==> src/verilog/dbgbk_defs.svh <==
// Constants for the debug breakpoint and force-reset block.
// Assumes inclusion by bare name from the block's package or module.
`ifndef DBGBK_DEFS_SVH
`define DBGBK_DEFS_SVH

// ************************************************************
// Register layout and reset values
// ************************************************************
`define DBGBK_ADDR_W        16
`define DBGBK_BKPT_RESET    16'h0000
`define DBGBK_FRR_READ      8'h00
`define DBGBK_FRR_BIT       0

`endif

==> src/verilog/dbgbk_pkg.sv <==
// Types for the debug breakpoint and force-reset block.
// Assumes dbgbk_defs.svh is on the include path.
`include "dbgbk_defs.svh"

package dbgbk_pkg;
  typedef enum logic [1:0] {
    DBGBK_IDLE,
    DBGBK_TAGGED,
    DBGBK_FORCED
  } dbgbk_brk_type;
endpackage

==> src/verilog/dbgbk_top.sv <==
// Breakpoint match register and serial-only force-reset register.
// Assumes the serial debug controller decodes commands into one-cycle
// strobes on the bus clock, and the CPU core supplies bus and queue events.
// Limitation: only one tag can be outstanding; a hit while armed is dropped
// rather than queued, so a second fetch of the same address is not tagged.
// The force-reset output is a one-cycle pulse; system reset logic stretches it.
`timescale 1ns/100ps
`include "dbgbk_defs.svh"

module dbgbk_top
  import dbgbk_pkg::*;
(
  input  wire logic        clk,
  input  wire logic        rst,
  input  wire logic        breakpoint_enable_bit,
  input  wire logic        force_or_tag_choice,
  input  wire logic        write_breakpoint_cmd,
  input  wire logic        read_breakpoint_cmd,
  input  wire logic [15:0] serial_wdata,
  output logic      [15:0] serial_rdata,
  input  wire logic        frr_serial_wr,
  input  wire logic        frr_user_wr,
  input  wire logic        frr_rd,
  input  wire logic [7:0]  frr_wdata,
  output logic      [7:0]  frr_rdata,
  input  wire logic [15:0] cpu_addr,
  input  wire logic        cpu_fetch,
  input  wire logic        insn_boundary,
  input  wire logic        tag_exec,
  input  wire logic        tag_flush,
  output logic             fetch_tag,
  output logic             bkpt_request,
  output logic             force_reset
);

  // ************************************************************
  // Breakpoint match register
  // ************************************************************
  logic [15:0]   breakpoint_match_address;
  dbgbk_brk_type state;
  dbgbk_brk_type next_state;
  logic          hit;

  // Written only from serial commands; no CPU path exists by design.
  always_ff @(posedge clk) begin
    if (rst) begin
      breakpoint_match_address <= `DBGBK_BKPT_RESET;
    end else if (write_breakpoint_cmd) begin
      breakpoint_match_address <= serial_wdata;
    end
  end

  always_ff @(posedge clk) begin
    if (rst) begin
      serial_rdata <= 16'h0000;
    end else if (read_breakpoint_cmd) begin
      serial_rdata <= breakpoint_match_address;
    end
  end

  // ************************************************************
  // Comparison and background request
  // ************************************************************
  assign hit = breakpoint_enable_bit && cpu_fetch
               && (cpu_addr == breakpoint_match_address);

  always_comb begin
    next_state = state;
    case (state)
      DBGBK_IDLE: begin
        if (hit && force_or_tag_choice) begin
          next_state = DBGBK_FORCED;
        end else if (hit) begin
          next_state = DBGBK_TAGGED;
        end
      end
      DBGBK_TAGGED: begin
        // Tag dies if the opcode is flushed before it executes
        if (tag_exec || tag_flush) begin
          next_state = DBGBK_IDLE;
        end
      end
      DBGBK_FORCED: begin
        if (insn_boundary) begin
          next_state = DBGBK_IDLE;
        end
      end
      default: next_state = DBGBK_IDLE;
    endcase
  end

  always_ff @(posedge clk) begin
    if (rst) begin
      state <= DBGBK_IDLE;
    end else begin
      state <= next_state;
    end
  end

  always_ff @(posedge clk) begin
    if (rst) begin
      fetch_tag <= 1'b0;
    end else begin
      // Only a hit from idle tags; a hit while armed would double-tag
      fetch_tag <= hit && !force_or_tag_choice && (state == DBGBK_IDLE);
    end
  end

  assign bkpt_request = ((state == DBGBK_FORCED) && insn_boundary)
                        || ((state == DBGBK_TAGGED) && tag_exec);

  // ************************************************************
  // Force-reset register
  // ************************************************************
  // Only a serial write counts; user writes never reach the flop.
  always_ff @(posedge clk) begin
    if (rst) begin
      force_reset <= 1'b0;
    end else begin
      force_reset <= frr_serial_wr && frr_wdata[`DBGBK_FRR_BIT];
    end
  end

  always_ff @(posedge clk) begin
    if (rst) begin
      frr_rdata <= `DBGBK_FRR_READ;
    end else if (frr_rd) begin
      frr_rdata <= `DBGBK_FRR_READ;
    end
  end

  // ************************************************************
  // Checks
  // ************************************************************
  bkpt_write_a: assert property (@(posedge clk) disable iff (rst)
    write_breakpoint_cmd |=> breakpoint_match_address == $past(serial_wdata))
    else $error("breakpoint write lost");
  bkpt_read_a: assert property (@(posedge clk) disable iff (rst)
    read_breakpoint_cmd |=> serial_rdata == $past(breakpoint_match_address))
    else $error("breakpoint read wrong");
  disabled_quiet_a: assert property (@(posedge clk) disable iff (rst)
    !breakpoint_enable_bit |=> !fetch_tag)
    else $error("tag while disabled");
  full_match_a: assert property (@(posedge clk) disable iff (rst)
    hit |-> cpu_addr == breakpoint_match_address && breakpoint_enable_bit)
    else $error("partial match");
  force_mode_a: assert property (@(posedge clk) disable iff (rst)
    (state == DBGBK_IDLE && hit && force_or_tag_choice) ##1 insn_boundary
    |-> bkpt_request)
    else $error("force request missing");
  tag_mode_a: assert property (@(posedge clk) disable iff (rst)
    (state == DBGBK_IDLE && hit && !force_or_tag_choice) |=> fetch_tag
    && state == DBGBK_TAGGED)
    else $error("tag missing");
  user_ignored_a: assert property (@(posedge clk) disable iff (rst)
    !frr_serial_wr |=> !force_reset)
    else $error("reset from user write");
  serial_reset_a: assert property (@(posedge clk) disable iff (rst)
    frr_serial_wr && frr_wdata[0] |=> force_reset)
    else $error("serial reset lost");
  read_zero_a: assert property (@(posedge clk) disable iff (rst)
    frr_rd ##1 1'b1 |-> frr_rdata == 8'h00)
    else $error("reset register read nonzero");

  // ************************************************************
  // Further checks on arming and user writes
  // ************************************************************
  // A CPU write alone must never reach the reset pulse
  user_write_a: assert property (@(posedge clk) disable iff (rst)
    frr_user_wr && !frr_serial_wr |=> !force_reset)
    else $error("user write forced reset");
  armed_ignore_a: assert property (@(posedge clk) disable iff (rst)
    state != DBGBK_IDLE && hit |=> !fetch_tag)
    else $error("hit tagged while armed");
  tag_exec_a: assert property (@(posedge clk) disable iff (rst)
    state == DBGBK_TAGGED && tag_exec |-> bkpt_request)
    else $error("tagged opcode ran");
  force_wait_a: assert property (@(posedge clk) disable iff (rst)
    state == DBGBK_FORCED && !insn_boundary |-> !bkpt_request)
    else $error("force request early");
  idle_quiet_a: assert property (@(posedge clk) disable iff (rst)
    state == DBGBK_IDLE |-> !bkpt_request)
    else $error("request while idle");

endmodule
==> config.mk <==
export PLATFORM = sky130hd
export DESIGN_NAME = dbgbk_top
export DESIGN_NICKNAME = d
export VERILOG_FILES = /design/src/verilog/dbgbk_pkg.sv /design/src/verilog/dbgbk_top.sv
export VERILOG_INCLUDE_DIRS = /design/src /design/src/verilog
export SDC_FILE = /design/constraint.sdc
export NUM_CORES = 1
export LEC_CHECK = 0
export BUFFER_PORTS_ARGS = -buffer_cell sky130_fd_sc_hd__buf_2
export CAP_MARGIN = 10
export CORE_UTILIZATION = 24
export DETAILED_ROUTE_END_ITERATION = 6
export PLACE_DENSITY = 0.53
export RECOVER_POWER = 100
export SLEW_MARGIN = 20
export SYNTH_ARGS = -nofsm -noshare
export SYNTH_HDL_FRONTEND = slang
export SYNTH_SLANG_ARGS = --single-unit
==> constraint.sdc <==
create_clock -name clk -period 1.2 [get_ports clk]
set_input_delay 0.06 -clock clk [delete_from_list [all_inputs] [get_ports clk]]
set_output_delay 0.06 -clock clk [all_outputs]
set_load 0.01 [all_outputs]
Word-level counts from Yosys, hierarchy flattened
Index checks and enable logic that the tools add are counted.
Cells by class
  muxes and demuxes: 5
  equal/unequal tests: 6
  add/sub/neg operators: 0
  bitwise operators: 0
  reductions and logical operators: 13
  shifts and indexed selects: 0
  multiply operators: 0
  divide/modulo/power cells: 0
  $lt $le $gt $ge: 0
Operators by type and width (number)
  == test 16 bit: 1
  logical AND 1 bit: 8
  two-way mux 2 bit: 4
  one-hot mux 2 bit (3 select lines): 1
  != test 2 bit, second input constant: 2
  != test 3 bit, second input constant: 1
  AND reduction 3 bit: 1
  == test 2 x 1 -> 1 bit, second input constant: 1
  == test 2 bit, second input constant: 1
  zero test 2 bit: 1
  logical OR 1 bit: 2
  zero test 1 bit: 1
Storage, ports and cells
  bits in read-only memories: 0
  bits in latches: 0
  bits in writable memories: 0
  logic and storage cells: 29
  bits in registers: 36
  memories: 0
  input bits: 53
  output and inout port bits: 27

Logic depth before layout (Yosys ltp)
  depth after elaboration: 5
  gate-level depth with buffers: 5
  depth with buffers taken out: 4

Worst setup path before layout
No wires, ideal clock.
  path type: reg2reg
  from: register breakpoint_match_address[6]
  to: register state[0]
  library setup time: 0.087 ns
  arrival: 1.057 ns
  path slack: 0.056 ns
  cell stages (with the launch flop): 5
  period minus slack after synthesis: 1.144 ns
  data required time: 1.113 ns
  buffers on the path: 0
  cell sequence: dfxtp_1 -> and2b_2 -> nor4_4 -> nand3_1 -> o31ai_1
Between the ends
  word-level cells in the longest chain between the ends: 5
  elaborated cells on any way between the ends: 7
  classes of those cells: eq/ne: 2; mux: 2; reduce/logical: 3
RTL lines
  start, declared: RTL line dbgbk_top.sv:39  | logic [15:0] breakpoint_match_address;
  start signal, assigned: RTL line dbgbk_top.sv:47  | breakpoint_match_address <= `DBGBK_BKPT_RESET;
  start signal, assigned: RTL line dbgbk_top.sv:49  | breakpoint_match_address <= serial_wdata;
  == test 16 bit (*): RTL line dbgbk_top.sv:65  | && (cpu_addr == breakpoint_match_address);
  logical AND 1 bit (*): RTL line dbgbk_top.sv:65
  logical AND 1 bit: RTL line dbgbk_top.sv:71  | if (hit && force_or_tag_choice) begin
  != test 3 bit (no line) / two-way mux 2 bit (equally long branches)
  AND reduction 3 bit (no line) / one-hot mux 2 bit (3 select lines) (equally long branches)
  end signal, assigned: RTL line dbgbk_top.sv:96  | state <= next_state;
  end, declared: RTL line dbgbk_top.sv:40  | dbgbk_brk_type state;
Every way passes the cells marked *; elsewhere a longest branch is shown, timed or not.
A chain may end at the register's enable or synchronous reset.

Worst setup path in the final report
  from: register breakpoint_match_address[5]
  to: register state[0]
The elaborated chain is that of the path after synthesis.

==> metrics.md <==
| Metric | Value |
|---|---|
| Status | `finished, violations left` |
| Failing checks | `DRC, setup timing` |
| CTS Buffer Depth | `2` |
| CP max FO | `3` |
| DRT iter0 DRCs | `39` |
| Avg Vias per Cell | `roughly 4.2` |
| Final setup viols | `1` |
| CP Cell Sequence | `and2b_1 -> a2111oi_4 -> nand3_2 -> o31ai_1` |
| Full die area | `0.00712 mm^2` |
| First-pass GRT wire length | `a little over 6000 um` |
| Crit path DAT | `approximately 1.5 ns` |
| Antenna Diode Count | `0` |
| Number of synthesized register bits | `36` |
| Final net count | `roughly 300` |
| Worst min path class | `in -> reg` |
| Post-route clock period utilization | `105%` |
| Setup WS pre-CTS | `-0.102 ns` |
| Pwr dens | `between 1000 and 1500 mW/mm^2` |
| WP data required | `~1.4 ns` |
| Dpl hpwl | `slightly below 3000 um` |
| Layout area overhead | `38.6%` |
| Peak Freq | `roughly 800 MHz` |
| Final ANT Viol Nets | `0` |
| Core Area | `roughly 0.0065 mm^2` |
| TritonCTS buffer count | `5` |
| Total track usage | `between 10% and 20%` |
| Worst path slowest cell | `dfxtp_1` |
| Share of post-route cells with drive strength above 1 | `around a third` |
| Clock-pin slew on the worst setup and hold paths | `0.07 ns` |
| Chip Width | `84.4 um` |
| Multi-input gate area | `852 um^2` |
| IO Port Bufs | `just over 60` |
| EDFF count, synth | `0` |
| Fin. Hold Viols | `0` |
| Tot Pwr | `~0.0026 W` |
| Worst path top cell family by delay | `compound AO/OA/AOI/OAI gates` |
| Final Max Tran Viols | `0` |
| Site row count | `29` |
| Via count | `between 1,000 and 1,500` |
| Final WS setup | `-0.0555 ns` |
| Reg area | `between 700 and 800 um^2` |
| Vias in the first global route | `around 1,400` |
| WL per Instance | `11.5 um` |
| Ys flop type | `dfxtp_1` |
| Syn. warnings | `0` |
| Most frequent cells in the layout | `buf_2 (44), nor2_1 (35), dfxtp_1 (35)` |
| Critical path buffer and inverter count | `0` |
| Max-cap violation count | `0` |
| Nature of the critical path endpoint | `flip-flop` |
| Asr flop ratio synth | `0%` |
| Clock Latency Late Sink | `0.28 ns` |
| Aggregate global routing overflow | `0` |
| Initial Utilization | `between 20% and 30%` |
| Htree depth | `2` |
| Skew final | `between 0.004 and 0.005 ns` |
| CTS tree | `done` |
| Crit path time final | `1.26 ns` |
| DRC Markers | `5` |
| Fillers | `about 700` |
| CP Launch Type | `flip-flop` |
| Seq/Total Area, Yosys | `between 40% and 50%` |
| DR pass1 iterations | `7` |
| Maximum vdd drop | `683 uV` |
| Max stage delay on crit path | `0.34 ns` |
| Fin Setup TNS | `-0.0555 ns` |
| Initial antenna violation count | `0` |
| Gate Count Post-Synth | `around 170` |
| Die height | `84.4 um` |
| Unrepaired setup endpoints after global routing | `true` |
| # IOs | `80` |
| Number of distinct library cells after synthesis | `30` |
| Setup CP Type | `reg -> reg` |
| Root Driver | `clkbuf_8` |
| Reg2reg setup slack | `-0.06 ns` |
| Leakage | `about 1.1 nW` |
| Post-synthesis area per instance | `between 9 and 10 um^2` |
| Most common cell after layout, fill and taps aside | `buf_2` |
| RePlAce Congestion | `about 0.69` |
| Detailed Route WL | `about 3700 um` |
| Synthesized area | `between 0.0015 and 0.002 mm^2` |
| Sink Count | `36` |
| Largest net degree at the start of global routing | `20` |
[metrics by stage]
stage / std cells / utilization, % / hold slack (ns) / cell area, um^2
final: 327 / 35.0 / 0.00242 / 2260
after global routing: 327 / 35.0 / 0.0173 / 2260
after CTS: 328 / 35.4 / 0.000513 / 2290
after detailed placement: 316 / 33.0 / 0.290 / 2130
after global placement: 316 / 33.0 / 0.282 / 2130
after floorplan: 174 / - / 0.206 / 1660
[final cells by class]
type	instances	area share, %
multi-input cells	119	37.7
flip-flops and latches	36	32.0
repair buffers	84	21.6
well taps	77	4.27
clock buffers	8	3.99
inverters	3	0.499
[registers in the layout, summed over array words and instances, names as in the netlist]
name / count
breakpoint_match_address: 16
serial_rdata: 16
force_reset: 1
fetch_tag: 1
state: 2
[synth_stat cells, types with 2 or more instances]
cell type | instances | share of area (%)
and3_1 | 2 | 0.77
dfxtp_1 | 36 | 44
nor2b_1 | 5 | 1.9
o21ai_0 | 2 | 0.61
buf_4 | 8 | 3.7
nor2_1 | 35 | 8.1
xor2_1 | 12 | 6.5
nor4_1 | 2 | 0.77
mux2i_1 | 32 | 20
buf_2 | 4 | 1.2
nand3_1 | 4 | 1.2
nor3_1 | 2 | 0.61
clkbuf_1 | 4 | 0.92
inv_1 | 3 | 0.69
[power by group]
group	switching [W]	total [W]	internal, W
combinational	0.000199	0.000411	0.000212
sequential	0.0000320	0.00128	0.00125
clock	0.000419	0.000887	0.000468
total	0.000649	0.00258	0.00193
[worst reg2reg max path, stage by stage, from the launching register on]
cell       delay (ns)
dfxtp_1          0.34
and2b_1          0.20
a2111oi_4        0.24
nand3_2          0.15
o31ai_1          0.23
[path summary, 6_finish.rpt]
check	cells after the start	start	end
worst min register to register	2	serial_rdata[7]	serial_rdata[7]
worst max-delay path	4	breakpoint_match_address[5]	state[0]
worst min-delay path	2	frr_serial_wr	force_reset
worst max register to register	4	breakpoint_match_address[5]	state[0]
[cells by family after synthesis]
| logic type | Yosys count | share of synthesized area (%) |
|---|---|---|
| buffers and inverters | 19 | 6.53 |
| multiplexers | 32 | 19.7 |
| AND/OR/NAND/NOR | 61 | 19.3 |
| AO/OA/AOI/OAI | 6 | 3.61 |
| XOR/XNOR | 12 | 6.45 |
| other | 1 | 0.230 |
| flip-flops | 36 | 44.2 |
[what timing repair did]
item,CTS,global route
setup endpoints to repair,3,5
buffers inserted,1,0
cloned,0,0
hold endpoints to repair,2,0
pin swaps,7,2
resized for setup,9,1
hold buffers,3,0
[metal layers]
layer	track usage, %	part of all wire (%)
met5	0	0
met1	13.3	45
met2	18.8	48
met4	4.16	1.0
met3	3.64	5.4
No activity file was read; power rests on OpenSTA's default activity.
